## config.mk

```make
export PLATFORM = sky130hd
export DESIGN_NAME = ceebr_top
export DESIGN_NICKNAME = d
export VERILOG_FILES = /design/src/rtl/ceebr_pkg.sv /design/src/rtl/ceebr_top.sv
export SDC_FILE = /design/constraint.sdc
export NUM_CORES = 1
export LEC_CHECK = 0
export BUFFER_PORTS_ARGS = -buffer_cell sky130_fd_sc_hd__buf_2
export CAP_MARGIN = 15
export CORE_ASPECT_RATIO = 1.4
export CORE_MARGIN = 8
export CORE_UTILIZATION = 27
export DETAILED_ROUTE_END_ITERATION = 10
export GPL_TIMING_DRIVEN = 0
export SETUP_SLACK_MARGIN = 0.02
export SKIP_CTS_REPAIR_TIMING = 1
export SLEW_MARGIN = 40
export SYNTH_ARGS = -nofsm -noshare
export SYNTH_HDL_FRONTEND = slang
export SYNTH_SLANG_ARGS = --single-unit
export TNS_END_PERCENT = 50
```

## constraint.sdc

```tcl
create_clock -name CLK_IN -period 2.05 [get_ports CLK_IN]
set_input_delay 0.615 -clock CLK_IN [delete_from_list [all_inputs] [get_ports CLK_IN]]
set_output_delay 0.615 -clock CLK_IN [all_outputs]
set_load 0.02 [all_outputs]
```

## src/rtl/ceebr_pkg.sv

```systemverilog
// Package for the CAN error-event and bus-off recovery block
package ceebr_pkg;

	// ==========================================================
	// Register byte offsets
	localparam logic [7:0] OFS_GLOBAL_CONTROL_REG = 8'h00; // global_control_reg
	localparam logic [7:0] OFS_GFLG  = 8'h04; // global error flags
	localparam logic [7:0] OFS_CCTLL = 8'h08; // channel_control_low_reg
	localparam logic [7:0] OFS_CCTLH = 8'h0c; // channel_control_high_reg
	localparam logic [7:0] OFS_CFLG  = 8'h10; // channel_error_flags_reg
	localparam logic [7:0] OFS_CSTS  = 8'h14; // channel status
	localparam logic [7:0] OFS_TXF   = 8'h18; // transmit abort flag

	// ==========================================================
	// Field positions
	localparam int GR_BIT     = 0;  // global reset mode
	localparam int DLCEN_BIT  = 1;  // DLC check enable
	localparam int GIE_LSB    = 8;  // four global irq enables
	localparam int MODE_LSB   = 0;  // channel_mode_request
	localparam int FEXIT_BIT  = 2;  // forced_busoff_exit
	localparam int CIE_LSB    = 8;  // eleven channel error enables
	localparam int TAIE_BIT   = 19; // transmit abort enable
	localparam int POL_LSB    = 0;  // busoff_recovery_policy
	localparam int DET_LSB    = 16; // bus error detail flags
	localparam int ECNT_LSB   = 8;
	localparam int SCNT_LSB   = 16;

	// Global flag indexes
	localparam int G_DLC  = 0;
	localparam int G_LOST = 1;
	localparam int G_HIST = 2;
	localparam int G_POV  = 3;

	// Channel event flag indexes
	localparam int EV_BERR = 0;
	localparam int EV_WARN = 1;
	localparam int EV_PASS = 2;
	localparam int EV_BOE  = 3;
	localparam int EV_BOR  = 4;
	localparam int EV_OVL  = 5;
	localparam int EV_LOCK = 6;
	localparam int EV_ARB  = 7;
	localparam int EV_EOCO = 8;
	localparam int EV_SOCO = 9;
	localparam int EV_TDCV = 10;

	// ==========================================================
	// Encodings, limits and counts
	localparam logic [1:0] CHM_OP    = 2'h0;
	localparam logic [1:0] CHM_RESET = 2'h1;
	localparam logic [1:0] CHM_HALT  = 2'h2;
	localparam logic [1:0] POL_STD   = 2'h0;
	localparam logic [1:0] POL_ENTRY = 2'h1;
	localparam logic [1:0] POL_END   = 2'h2;
	localparam logic [1:0] POL_PROG  = 2'h3;
	localparam logic [8:0] WARN_LIM  = 9'h05f; // 95
	localparam logic [8:0] PASS_LIM  = 9'h07f; // 127
	localparam logic [8:0] BO_LIM    = 9'h0ff; // 255
	localparam logic [3:0] RUN_LAST  = 4'ha;   // 11th recessive bit
	localparam logic [6:0] RCNT_LAST = 7'h7f;  // 128th run
	localparam logic [5:0] LOCK_LAST = 6'h1f;  // 32nd dominant bit
	localparam logic [7:0] CNT_MAX   = 8'hff;
	localparam logic [10:0] TDC_SUB  = 11'h002; // two controller clocks

	// ==========================================================
	// Types
	typedef enum logic [1:0] {
		BO_ON  = 2'b01,
		BO_OFF = 2'b10
	} ceebr_bo_e;

	typedef struct packed {
		logic        cyc;
		logic        stb;
		logic        we;
		logic [7:0]  adr;
		logic [3:0]  sel;
		logic [31:0] dat;
	} ceebr_wb_req_s;

	typedef struct packed {
		logic       rx_done;        // accepted frame, one pulse
		logic [3:0] rx_dlc;
		logic [3:0] rule_min_dlc;
		logic [6:0] rx_len;         // payload bytes
		logic [6:0] buf_size;       // destination payload bytes
		logic       fifo_full_store;
		logic       hist_full_store;
		logic [5:0] err_detail;     // stuff,ack,crc,bit1,bit0,ackdelim
		logic       overload;
		logic       arb_lost;
		logic       err_cnt_match;  // bus error under counting condition
		logic       frame_ok;
		logic       bit_strobe;
		logic       rx_bit;         // 1 = recessive
		logic [7:0] rec;
		logic [8:0] tx_error_counter;
		logic       tdc_valid;
		logic [7:0] tdc_meas;       // controller clocks
		logic [7:0] dbt_clks;       // controller clocks per data bit
		logic       abort_done;
		logic       tx_done_req;
		logic       cf_tx_req;
		logic       hist_req;
	} ceebr_core_s;

	typedef struct packed {
		logic        ack;
		logic [31:0] rdat;
		logic        glob_rst;
		logic        dlc_en;
		logic [3:0]  gie;
		logic [3:0]  gflg;
		logic [1:0]  mode;
		logic [10:0] cie;
		logic        taie;
		logic [1:0]  pol;
		logic [10:0] cflg;
		logic [5:0]  eflg;
		logic        abort_flg;
		ceebr_bo_e   bo;
		logic        pend_halt;
		logic        supp;
		logic [3:0]  run;
		logic [6:0]  rcnt;
		logic [5:0]  dom;
		logic        warn_l;
		logic        pas_l;
		logic        tec_ov;
		logic [7:0]  ecnt;
		logic [7:0]  scnt;
		logic        girq;
		logic        cirq;
		logic        tirq;
	} ceebr_st_s;

endpackage

```

## src/rtl/ceebr_top.sv

```systemverilog
// Error events and bus-off recovery for one CAN channel
//
// Overview of operation
// - Short DLC against rule minimum flags error
// - Store into full FIFO flags message lost
// - Store into full history flags entry lost
// - Payload above buffer size flags overflow
// - Overflow suppressed when DLC error raised
// - Any bus error sets flag and event
// - Warning event once when counter exceeds 95
// - Passive event once when counter exceeds 127
// - Bus-off entry event when TX_ERROR_COUNTER exceeds 255
// - Recovery after 128 runs of 11 recessive
// - Separate overload and arbitration lost events
// - Bus lock on 32 dominant in operation
// - Error counter overflow at H'FF on error
// - Success counter overflow at H'FF on frame
// - Delay compensation violation above limit
// - Abort event merged into transmit interrupt
// - Two-bit policy selects recovery behaviour
// - Reset or policy-3 halt cancels recovery event
// - Standard policy defers halt; forced exit silent
// - Program mode write beats automatic halt
// - Automatic halt only in operation mode
//
// The Wishbone register port and the register addresses were chosen for this implementation.
`timescale 1ns/10ps
`default_nettype none

module ceebr_top (
	input  wire logic                   CLK_IN,
	input  wire logic                   ARST_N_IN,
	input  wire ceebr_pkg::ceebr_wb_req_s WB_REQ_IN,
	output logic                        WB_ACK_OUT,
	output logic [31:0]                 WB_DAT_OUT,
	input  wire ceebr_pkg::ceebr_core_s CORE_IN,
	output logic                        GERR_IRQ_OUT,
	output logic                        CHERR_IRQ_OUT,
	output logic                        CHTX_IRQ_OUT,
	output logic [1:0]                  CH_MODE_OUT,
	output logic                        BUSOFF_OUT
);
	import ceebr_pkg::*;

	ceebr_st_s s_q;
	ceebr_st_s s_d;

	logic        acc;
	logic        wr;
	logic [31:0] wm;
	logic [31:0] wd;
	logic [7:0]  adr;
	logic        mode_wr;
	logic [1:0]  new_mode;
	logic        busoff;
	logic        is_op;
	logic        dlc_err;
	logic        pov;
	logic [3:0]  gset;
	logic        berr;
	logic        warn_lvl;
	logic        pass_lvl;
	logic        tec_ov;
	logic        boe;
	logic        rec_done;
	logic        mode_rst_wr;
	logic        halt_prog;
	logic        forced;
	logic        bor;
	logic        lock_ev;
	logic        eoco;
	logic        soco;
	logic [10:0] tdc_lim;
	logic        tdcv;
	logic [10:0] cset;
	logic        auto_halt;

	// ==========================================================
	// Bus access decode
	// A request is taken once; ack blocks a second take while held
	assign acc      = WB_REQ_IN.cyc & WB_REQ_IN.stb & ~s_q.ack;
	assign wr       = acc & WB_REQ_IN.we;
	assign adr      = WB_REQ_IN.adr;
	assign wm       = {{8{WB_REQ_IN.sel[3]}}, {8{WB_REQ_IN.sel[2]}},
	                   {8{WB_REQ_IN.sel[1]}}, {8{WB_REQ_IN.sel[0]}}};
	assign wd       = WB_REQ_IN.dat & wm;
	assign mode_wr  = wr && (adr == OFS_CCTLL) && WB_REQ_IN.sel[0];
	assign new_mode = WB_REQ_IN.dat[MODE_LSB +: 2];
	assign busoff   = s_q.bo == BO_OFF;
	assign is_op    = s_q.mode == CHM_OP;

	// ==========================================================
	// Global buffer error sources
	assign dlc_err = CORE_IN.rx_done & s_q.dlc_en
	               & (CORE_IN.rx_dlc < CORE_IN.rule_min_dlc);
	// Length check goes first, so a frame flagged with a DLC error never overflows
	assign pov = CORE_IN.rx_done & ~dlc_err
	           & (CORE_IN.rx_len > CORE_IN.buf_size);
	assign gset = {pov, CORE_IN.hist_full_store,
	               CORE_IN.fifo_full_store, dlc_err};

	// ==========================================================
	// Channel error sources
	assign berr     = |CORE_IN.err_detail;
	assign warn_lvl = ({1'b0, CORE_IN.rec} > WARN_LIM)
	                | (CORE_IN.tx_error_counter > WARN_LIM);
	assign pass_lvl = ({1'b0, CORE_IN.rec} > PASS_LIM)
	                | (CORE_IN.tx_error_counter > PASS_LIM);
	assign tec_ov   = CORE_IN.tx_error_counter > BO_LIM;
	// Edge of the overflow level, so a lingering TX_ERROR_COUNTER cannot re-enter
	assign boe      = tec_ov & ~s_q.tec_ov & ~busoff;
	assign rec_done = busoff & CORE_IN.bit_strobe & CORE_IN.rx_bit
	                & (s_q.run == RUN_LAST)
	                & (s_q.rcnt == RCNT_LAST);
	assign mode_rst_wr = mode_wr & (new_mode == CHM_RESET);
	assign halt_prog   = mode_wr & (new_mode == CHM_HALT) & busoff
	                   & (s_q.pol == POL_PROG);
	assign forced      = wr && (adr == OFS_CCTLL) && WB_REQ_IN.sel[0]
	                   && WB_REQ_IN.dat[FEXIT_BIT] && busoff;
	// Policy 1 never reports recovery; cancelled recoveries stay silent
	assign bor = rec_done & ~s_q.supp & ~mode_rst_wr & ~halt_prog
	           & (s_q.pol != POL_ENTRY);
	assign lock_ev = is_op & CORE_IN.bit_strobe & ~CORE_IN.rx_bit
	               & (s_q.dom == LOCK_LAST);
	assign eoco = CORE_IN.err_cnt_match & (s_q.ecnt == CNT_MAX);
	assign soco = CORE_IN.frame_ok & (s_q.scnt == CNT_MAX);
	// Limit is six data bits less two clocks; a zero bit time wraps high
	assign tdc_lim = (11'({3'h0, CORE_IN.dbt_clks}) << 2)
	               + (11'({3'h0, CORE_IN.dbt_clks}) << 1) - TDC_SUB;
	assign tdcv = CORE_IN.tdc_valid
	            & ({3'h0, CORE_IN.tdc_meas} > tdc_lim);
	assign cset = {tdcv, soco, eoco, CORE_IN.arb_lost, lock_ev,
	               CORE_IN.overload, bor, boe,
	               pass_lvl & ~s_q.pas_l,
	               warn_lvl & ~s_q.warn_l, berr};
	// Policy-driven halts, only from operation mode
	assign auto_halt = is_op & (((s_q.pol == POL_ENTRY) & boe)
	                 | ((s_q.pol == POL_END) & rec_done));

	// ==========================================================
	// Next state
	always_comb begin
		s_d = s_q;
		s_d.ack = acc;
		s_d.tec_ov = tec_ov;
		s_d.warn_l = warn_lvl;
		s_d.pas_l = pass_lvl;

		// Set wins over a clear landing in the same cycle
		s_d.gflg = s_q.gflg | gset;
		s_d.cflg = s_q.cflg | cset;
		s_d.eflg = s_q.eflg | CORE_IN.err_detail;
		s_d.abort_flg = s_q.abort_flg
		              | (CORE_IN.abort_done & s_q.taie);
		if (wr && adr == OFS_GFLG) begin
			s_d.gflg = (s_q.gflg & ~wd[3:0]) | gset;
		end else if (wr && adr == OFS_CFLG) begin
			s_d.cflg = (s_q.cflg & ~wd[10:0]) | cset;
			s_d.eflg = (s_q.eflg & ~wd[DET_LSB +: 6]) | CORE_IN.err_detail;
		end else if (wr && adr == OFS_TXF) begin
			s_d.abort_flg = (s_q.abort_flg & ~wd[0])
			              | (CORE_IN.abort_done & s_q.taie);
		end

		// Configuration writes
		if (wr && adr == OFS_GLOBAL_CONTROL_REG) begin
			if (WB_REQ_IN.sel[0]) begin
				s_d.glob_rst = WB_REQ_IN.dat[GR_BIT];
				s_d.dlc_en = WB_REQ_IN.dat[DLCEN_BIT];
			end
			// Global interrupt enables only move in global reset mode
			if (WB_REQ_IN.sel[1] && s_q.glob_rst) begin
				s_d.gie = WB_REQ_IN.dat[GIE_LSB +: 4];
			end
		end else if (wr && adr == OFS_CCTLL) begin
			if (WB_REQ_IN.sel[1]) begin
				s_d.cie[7:0] = WB_REQ_IN.dat[CIE_LSB +: 8];
			end
			if (WB_REQ_IN.sel[2]) begin
				s_d.cie[10:8] = WB_REQ_IN.dat[CIE_LSB + 8 +: 3];
				s_d.taie = WB_REQ_IN.dat[TAIE_BIT];
			end
		end else if (wr && adr == OFS_CCTLH) begin
			if (WB_REQ_IN.sel[0]) begin
				s_d.pol = WB_REQ_IN.dat[POL_LSB +: 2];
			end
		end

		// Channel mode: program write first, then automatic halt
		if (mode_wr) begin
			if (busoff && s_q.pol == POL_STD && new_mode == CHM_HALT) begin
				s_d.pend_halt = 1'b1;
			end else begin
				s_d.mode = new_mode;
				s_d.pend_halt = 1'b0;
			end
		end else if (auto_halt || (s_q.pend_halt && rec_done)) begin
			s_d.mode = CHM_HALT;
			s_d.pend_halt = 1'b0;
		end else if (forced) begin
			s_d.pend_halt = 1'b0;
		end

		// Bus-off state and recovery counting
		case (s_q.bo)
			BO_ON: begin
				if (boe) begin
					s_d.bo = BO_OFF;
					s_d.run = '0;
					s_d.rcnt = '0;
					s_d.supp = 1'b0;
				end
			end
			BO_OFF: begin
				if (rec_done || forced || mode_rst_wr) begin
					s_d.bo = BO_ON;
				end else if (CORE_IN.bit_strobe) begin
					if (!CORE_IN.rx_bit) begin
						s_d.run = '0;
					end else if (s_q.run == RUN_LAST) begin
						s_d.run = '0;
						s_d.rcnt = s_q.rcnt + 7'h01;
					end else begin
						s_d.run = s_q.run + 4'h1;
					end
				end
				if (halt_prog) begin
					s_d.supp = 1'b1;
				end
			end
			default: begin
				s_d.bo = BO_ON;
			end
		endcase

		// Dominant run for lock detection, held once lock is seen
		if (!is_op || (CORE_IN.bit_strobe && CORE_IN.rx_bit)) begin
			s_d.dom = '0;
		end else if (CORE_IN.bit_strobe && s_q.dom != LOCK_LAST + 6'h01) begin
			s_d.dom = s_q.dom + 6'h01;
		end

		// Occurrence counters saturate and clear in channel reset
		if (s_q.mode == CHM_RESET) begin
			s_d.ecnt = '0;
			s_d.scnt = '0;
		end else begin
			if (CORE_IN.err_cnt_match && s_q.ecnt != CNT_MAX) begin
				s_d.ecnt = s_q.ecnt + 8'h01;
			end
			if (CORE_IN.frame_ok && s_q.scnt != CNT_MAX) begin
				s_d.scnt = s_q.scnt + 8'h01;
			end
		end

		// Interrupt requests, a level while an enabled flag stands; the transmit line also follows the core request inputs
		s_d.girq = |(s_q.gflg & s_q.gie);
		s_d.cirq = |(s_q.cflg & s_q.cie);
		s_d.tirq = (s_q.abort_flg & s_q.taie) | CORE_IN.tx_done_req
		         | CORE_IN.cf_tx_req | CORE_IN.hist_req;

		// Read data; unmapped addresses read zero
		s_d.rdat = '0;
		if (acc && !WB_REQ_IN.we) begin
			if (adr == OFS_GLOBAL_CONTROL_REG) begin
				s_d.rdat[GR_BIT] = s_q.glob_rst;
				s_d.rdat[DLCEN_BIT] = s_q.dlc_en;
				s_d.rdat[GIE_LSB +: 4] = s_q.gie;
			end else if (adr == OFS_GFLG) begin
				s_d.rdat[3:0] = s_q.gflg;
			end else if (adr == OFS_CCTLL) begin
				s_d.rdat[MODE_LSB +: 2] = s_q.mode;
				s_d.rdat[CIE_LSB +: 11] = s_q.cie;
				s_d.rdat[TAIE_BIT] = s_q.taie;
			end else if (adr == OFS_CCTLH) begin
				s_d.rdat[POL_LSB +: 2] = s_q.pol;
			end else if (adr == OFS_CFLG) begin
				s_d.rdat[10:0] = s_q.cflg;
				s_d.rdat[DET_LSB +: 6] = s_q.eflg;
			end else if (adr == OFS_CSTS) begin
				s_d.rdat[1:0] = s_q.mode;
				s_d.rdat[2] = busoff;
				s_d.rdat[3] = s_q.pas_l;
				s_d.rdat[4] = s_q.warn_l;
				s_d.rdat[5] = s_q.pend_halt;
				s_d.rdat[ECNT_LSB +: 8] = s_q.ecnt;
				s_d.rdat[SCNT_LSB +: 8] = s_q.scnt;
			end else if (adr == OFS_TXF) begin
				s_d.rdat[0] = s_q.abort_flg;
			end
		end
	end

	// ==========================================================
	// State register; channel and global start in reset mode
	always_ff @(posedge CLK_IN or negedge ARST_N_IN) begin
		if (!ARST_N_IN) begin
			s_q <= '0;
			s_q.glob_rst <= 1'b1;
			s_q.mode <= CHM_RESET;
			s_q.bo <= BO_ON;
		end else begin
			s_q <= s_d;
		end
	end

	// Outputs straight from state bits
	assign WB_ACK_OUT    = s_q.ack;
	assign WB_DAT_OUT    = s_q.rdat;
	assign GERR_IRQ_OUT  = s_q.girq;
	assign CHERR_IRQ_OUT = s_q.cirq;
	assign CHTX_IRQ_OUT  = s_q.tirq;
	assign CH_MODE_OUT   = s_q.mode;
	assign BUSOFF_OUT    = s_q.bo[1]; // One-hot bit of the off state
endmodule // ceebr_top

`default_nettype wire

```

==> results.md, run 1 <==
- Vias post-DR: 5241
- FP Rows: 66
- PwrDens: about 580 nW/um^2
- Gate power share: 0.154
- # setup viols final: between 50 and 60
- Setup TNS: -8.55 ns
- Slack of the critical path: -0.511 ns
- Total gr overflow: 0
- Post-place instance area: around 7600 sq um
- Chip width: around 140 um
- Ratio of cells with drive above 1 in the final layout: 0.398
- Tot Pwr: between 4 and 5 mW
- Total track usage: 0.128
- Post-synth top cells: 109 x dfrtp_1, 54 x nor2_1, 49 x inv_1, 46 x nand2_1, 38 x ha_1
- # clock sinks: about 110
- Vias in the first global route: between 5000 and 6000
- Drt wl/cell: roughly 16 um
- CTS tree: done
- Worst path bufs/invs: 3
- Pint: about 3.6 mW
- Async SR Flop Fraction: 1.00
- Register area share after synthesis: 0.447
- Post-route ant nets: 0
- Seq cells post-synth: around 110
- Largest net degree at the start of global routing: 59
- Max-Cap Viols: 0
- Count leader, synth: dfrtp_1
- Worst setup EP type: register
- # port buffers: between 100 and 150
- Final Hold Fails: 0
- Core region area: approximately 23000 sq um
- Area Growth Syn to Fin: 34.9%
- Global Route met1 Usage: 0.149
- Vias per cell: 4.68
- FMAX: around 390 MHz
- CTS buffer count: 9
- Clock Path Buffers: 2
- H-tree levels: 3
- Syn_area_per_cell: ~9.9 sq um
- Hold Path Class: in -> async
- WL final: around 18000 um
- Clock Skew: 0.0159 ns
- Worst hold margin: approximately 0.17 ns
- Main synth FF type: dfrtp_1
- Crit path top cell by count: ha_4
- Top post-synthesis cells by area: dfrtp_1 43%, ha_1 7.6%, buf_4 4.1%, mux2_2 3.2%, nor2_1 3.2%
- # IOs: roughly 160
- NetSw: ~1.3 mW
- Clk Latency, worst-skew pair: ~0.36 ns
- CP Data Arrival Time: between 2 and 3 ns
- Post-synthesis cell type count: 65
- CTS Root Cell: clkbuf_16
- Fin crit share: 1.25
- Top delay family on crit path: adder cells
- Grt met2 use: 0.214
- RSZ-0062 raised after global routing: true
- Min Tclk post-route: approximately 2.6 ns
- Post-synth EDFFs: 0
- Die area: between 20000 and 30000 sq um
- Crit-path max FO: 3
- Post-Syn Instances: between 600 and 700
- Sequential group share of total power: 0.462
- Most Crowded Layer GR: met2
- Slowest cell on crit path: ha_1
- Yosys top cell area share: 0.434
- Max VDD drop: roughly 0.34 mV
- Crit Path Class: in -> reg
- Clk slew on worst S/H paths: 0.09 ns
- Place WS: -1.18 ns
- Initial antenna violation count: 7
- Critical path, cell by cell: buf_6 -> inv_12 -> ha_4 -> inv_2 -> ha_4 -> nand3_2 -> o211ai_1 -> nor2_1 -> xor2_1 -> ha_1 -> nand4b_1 -> o221ai_2 -> a211oi_2 -> a32o_1
- Fin cells: approximately 1100
- Die Y: 196 um
- Final Max Slew Viols: 0
- Area leader, netlist: dfrtp_1
- Met3 Use GR: 0.0291
- Final Util: 0.368
- Outcome: complete, but fails checks
- FILL cells: ~2300
- HPWL after DPL: 14400 um
- Clock power frac: 0.384
- Initial Util: 0.273
- Starting DRT DRC Count: 226
- Switching Fraction: 0.274
- # DRC: 0
- Area of the multi-input gates: approximately 3500 sq um
- Slew @ Worst Pin: roughly 0.75 ns
- First-pass GRT wire length: between 20000 and 30000 um
- Ys Warns: 0
- Register area: 2810 sq um
- Placed instance count: between 1000 and 1500
- Crit start category: input port
- GPL Wtd Cong: just over 0.8
- Fin nets: 967
- Lkg Pwr: 3.88 nW
- Mapped Area: around 6300 sq um
- Failing checks: negative setup slack
- DRT Pass-1 Iters: 4
- Critical Path RT: ~2.4 ns
- Post-route design area: between 8000 and 9000 sq um
- Worst slew margin: 0.497
- Slowest cell delay on critical path: 0.31 ns
-- state kept, by name (all words and copies together) (netlist names) --
| register | count |
|---|---|
| s_q | 81 |
| WB_DAT_OUT | 24 |
| CH_MODE_OUT | 2 |
| BUSOFF_OUT | 1 |
| CHERR_IRQ_OUT | 1 |
| CHTX_IRQ_OUT | 1 |
| GERR_IRQ_OUT | 1 |
| WB_ACK_OUT | 1 |
-- path summary, 6_finish.rpt --
kind                                      start                   to  slack, ns  cells past startpoint
setup / recovery                     CORE_IN[7]    s_q[60]$_DFF_PN0_      -0.51                     14
hold / removal                        ARST_N_IN  s_q[33]$_DFFE_PN0P_       0.17                      1
setup reg to reg           WB_ACK_OUT$_DFF_PN0_  s_q[33]$_DFFE_PN0P_      -0.33                      7
hold reg to reg             s_q[34]$_DFFE_PN0P_  s_q[34]$_DFFE_PN0P_       0.49                      2
max in group asynchronous             ARST_N_IN  s_q[86]$_DFFE_PN1P_       1.22                      2
min in group CLK_IN                 CORE_IN[50]    s_q[79]$_DFF_PN0_       0.44                      2
-- cell usage in the layout, fill, tap and decap left out, drive strengths merged, types with 5 or more instances in the layout --
cell type and count:
a21o 10, a21oi 23, a22o 8, a22oi 24, and3 13, buf 193
clkbuf 16, conb 8, dfrtp 109, diode 5, ha 38, inv 51
mux2 19, mux2i 7, nand2 47, nand2b 12, nand3 22, nand4 15
nor2 54, nor2b 8, nor3 10, nor4 5, o21ai 20, or3 5
xnor2 15, xor2 17
-- power by group through the flow --
stage,clock [mW],sequential [mW],combinational [mW]
after floorplan,0,2.30,0.371
after CTS,1.94,2.26,0.658
final,1.88,2.27,0.754
after detailed placement,0,2.31,0.655
after global routing,2.02,2.27,0.844
after global placement,0,2.31,0.637
-- kinds of logic after synthesis --
kind of cell | count (synthesis) | synth area share
and+or+nand+nor | 210 | 0.172
muxes | 26 | 0.0458
adders and majority gates | 39 | 0.0789
other | 1 | 0.000597
DFF | 112 | 0.447
AOI/OAI and AO/OA | 117 | 0.133
xor gates and xnor gates | 32 | 0.0446
buffers and inverters | 97 | 0.0785
-- routing by layer --
metal  routed length (um)  share of wire
met5                   34         0.0018
met2                 9200           0.50
met1                 7430           0.40
met3                 1270          0.069
met4                  522          0.028
-- area by class of cell --
type,instances,area share
plain buffers,45,0.0390
well taps,306,0.0452
clock buffers,9,0.0266
inverters,49,0.0256
clock inverters,7,0.0117
flip-flops and latches,112,0.331
diodes,5,0.00148
multi-input cells,432,0.407
repair buffers,155,0.112
No activity file was read; power rests on OpenSTA's default activity.
==> run 2: changes to the inputs <==
- CORE_ASPECT_RATIO: 1.4 -> 1.2
==> run 2 against run 1 <==
Effect of this change: the flow still finishes with violations (negative setup slack); first-iteration DRC count up 16%; core utilization increased by 0.18 points; setup slack better by 0.045 ns; maximum frequency increased by 1.8%; critical endpoint unchanged; largest cell class unchanged; largest power group unchanged.
==> results.md, run 2 (synthesis gave the netlist of run 1 again) <==
- Commonest cells after routing, fill and taps aside: 124 x buf_2, 109 x dfrtp_1, 49 x nor2_1 (was 124 x buf_2, 109 x dfrtp_1, 51 x buf_4)
- PwrDens: 559 nW/um^2 (was 579 nW/um^2)
- Commonest non-fill, non-tap cell in the layout: buf_2 (unchanged)
- Antenna fix cells: 0 (was 5)
- Clock Path Buffers: 2 (unchanged)
- Post-route design area: 8520 sq um (was 8470 sq um)
- Worst R2R Setup Slack: -0.39 ns (was -0.33 ns)
- Initial Util: 0.272 (was 0.273)
- Fin crit share: 1.23 (was 1.25)
- R2R depth: 6 (was 7)
- Crit start category: input port (unchanged)
- Met3 routed WL: 1290 um (was 1270 um)
- FMAX: 398 MHz (was 390 MHz)
- Metal2 WL: 8560 um (was 9200 um)
- Clk slew on worst S/H paths: 0.08 ns (was 0.09 ns)
- Vias post-DR: 5208 (was 5241)
- Gate power share: 0.161 (was 0.154)
- Starting DRT DRC Count: 263 (was 226)
- Lkg Pwr: 3.93 nW (was 3.88 nW)
- # setup viols final: 50 (was 54)
- Post-route ant nets: 0 (unchanged)
- Die Y: 183 um (was 196 um)
- CP Data Arrival Time: 2.76 ns (was 2.87 ns)
- Biggest register: s_q (unchanged)
- Vias per cell: 4.61 (was 4.68)
- # clock sinks: 112 (unchanged)
- Crit-path max FO: 3 (unchanged)
- Drt wl/cell: 16.1 um (was 16.5 um)
- Tot Pwr: 4.76 mW (was 4.90 mW)
- Clk Latency, worst-skew pair: 0.35 ns (was 0.36 ns)
- Largest net degree at the start of global routing: 63 (was 59)
- Total track usage: 0.125 (was 0.128)
- Place WS: -1.04 ns (was -1.18 ns)
- Worst hold margin: 0.193 ns (was 0.169 ns)
- # DRC: 0 (unchanged)
- Sequential group share of total power: 0.476 (was 0.462)
- Number of flip-flops in the largest register: 81 (unchanged)
- # IOs: 163 (unchanged)
- Final Max Slew Viols: 0 (unchanged)
- Pint: 3.47 mW (was 3.56 mW)
- First-pass GRT wire length: 28000 um (was 28200 um)
- M1 wire length: 8100 um (was 7430 um)
- Ratio of cells with drive above 1 in the final layout: 0.403 (was 0.398)
- FP Rows: 61 (was 66)
- # port buffers: 132 (unchanged)
- WL final: 18200 um (was 18500 um)
- Clock power frac: 0.363 (was 0.384)
- Fin cells: 1129 (was 1120)
- Hold Path Class: in -> async (unchanged)
- Crit Reg-Reg Startpoint: WB_ACK_OUT$_DFF_PN0_ (unchanged)
- Min Tclk post-route: 2.52 ns (was 2.56 ns)
- Crit Path Class: in -> reg (unchanged)
- Area Growth Syn to Fin: 35.6% (was 34.9%)
- Top Metal Used: met5 (unchanged)
- CTS tree: done (unchanged)
- CTS buffer count: 9 (unchanged)
- CTS Root Cell: clkbuf_16 (unchanged)
- Max-Cap Viols: 0 (unchanged)
- Worst slew margin: 0.500 (was 0.497)
- Worst setup EP type: register (unchanged)
- Switching Fraction: 0.271 (was 0.274)
- Vias in the first global route: 5198 (was 5314)
- Slack of the critical path: -0.466 ns (was -0.511 ns)
- Outcome: complete, but fails checks (unchanged)
- H-tree levels: 3 (unchanged)
- Final Hold Fails: 0 (unchanged)
- Clock Skew: 0.00641 ns (was 0.0159 ns)
- DRT Pass-1 Iters: 5 (was 4)
- Post-place instance area: 7630 sq um (was 7620 sq um)
- NetSw: 1.29 mW (was 1.34 mW)
- Fin nets: 972 (was 967)
- Chip width: 155 um (was 145 um)
- Slew @ Worst Pin: 0.751 ns (was 0.754 ns)
- Critical Path RT: 2.29 ns (was 2.36 ns)
- HPWL after DPL: 14000 um (was 14400 um)
- GPL Wtd Cong: 0.829 (was 0.826)
- Initial antenna violation count: 3 (was 7)
- Final Util: 0.369 (was 0.368)
- RR Endpoint: s_q[36]$_DFFE_PN0P_ (was s_q[33]$_DFFE_PN0P_)
- Core region area: 23000 sq um (about the same)
- RSZ-0062 raised after global routing: true (unchanged)
- Max VDD drop: 0.422 mV (was 0.342 mV)
- Placed instance count: 1089 (was 1080)
- Setup TNS: -11.92 ns (was -8.55 ns)
- Total gr overflow: 0 (unchanged)
- FILL cells: 2346 (was 2306)
- Die area: 28400 sq um (was 28500 sq um)
- Failing checks: negative setup slack (unchanged)
[run 2: cell count changes in the layout (fill, tap and decap cells not counted), sizes merged]
cell / delta
clkinvlp: -1
clkinv: -1
inv: +1
buf: +4
bufinv: -1
diode: -5
clkbuf: +3
[run 2: worst max-delay path by stage]
stage | from | endpoint | slack [ns] | cells past startpoint
after floorplan | CORE_IN[7] | s_q[60]$_DFF_PN0_ | -0.59 | 13
after global placement | ARST_N_IN | s_q[9]$_DFFE_PN0P_ | -1.09 | 1
after CTS | CORE_IN[6] | s_q[60]$_DFF_PN0_ | -0.67 | 14
after global routing | CORE_IN[6] | s_q[60]$_DFF_PN0_ | -0.56 | 15
final | CORE_IN[6] | s_q[60]$_DFF_PN0_ | -0.47 | 15
after detailed placement | CORE_IN[6] | s_q[60]$_DFF_PN0_ | -1.04 | 14
[run 2: power by group through the flow]
stage / clock [mW] / sequential, mW / combinational [mW]
floorplan: 0 / 2.30 / 0.371
global placement: 0 / 2.31 / 0.638
detailed placement: 0 / 2.31 / 0.654
CTS: 1.79 / 2.27 / 0.657
global route: 1.87 / 2.27 / 0.855
finish: 1.73 / 2.27 / 0.767
[run 2: final cells by class]
class,instances,area (sq um),share of cell area
inverters,49,214,0.0251
clock buffers,11,243,0.0285
well taps,315,394,0.0463
multi-input cells,432,3470,0.408
flip-flops and latches,112,2810,0.330
repair buffers,158,991,0.116
plain buffers,47,350,0.0411
clock inverters,5,46.3,0.00544
[run 2: worst max-delay path: stages]
cell	delay [ns]
buf_8	0.09
inv_4	0.04
ha_4	0.25
inv_2	0.04
ha_4	0.28
inv_4	0.04
o21ai_2	0.12
a21oi_2	0.07
xor2_1	0.17
ha_1	0.31
nand4_1	0.12
buf_4	0.16
o221ai_2	0.15
a211oi_2	0.06
a32o_1	0.23
[run 2: routing by layer]
layer / track usage / up-vias
met3: 0.0398 / 13
li1: - / 2546
met2: 0.205 / 152
met5: 0 / -
met4: 0.0327 / 6
met1: 0.156 / 2491
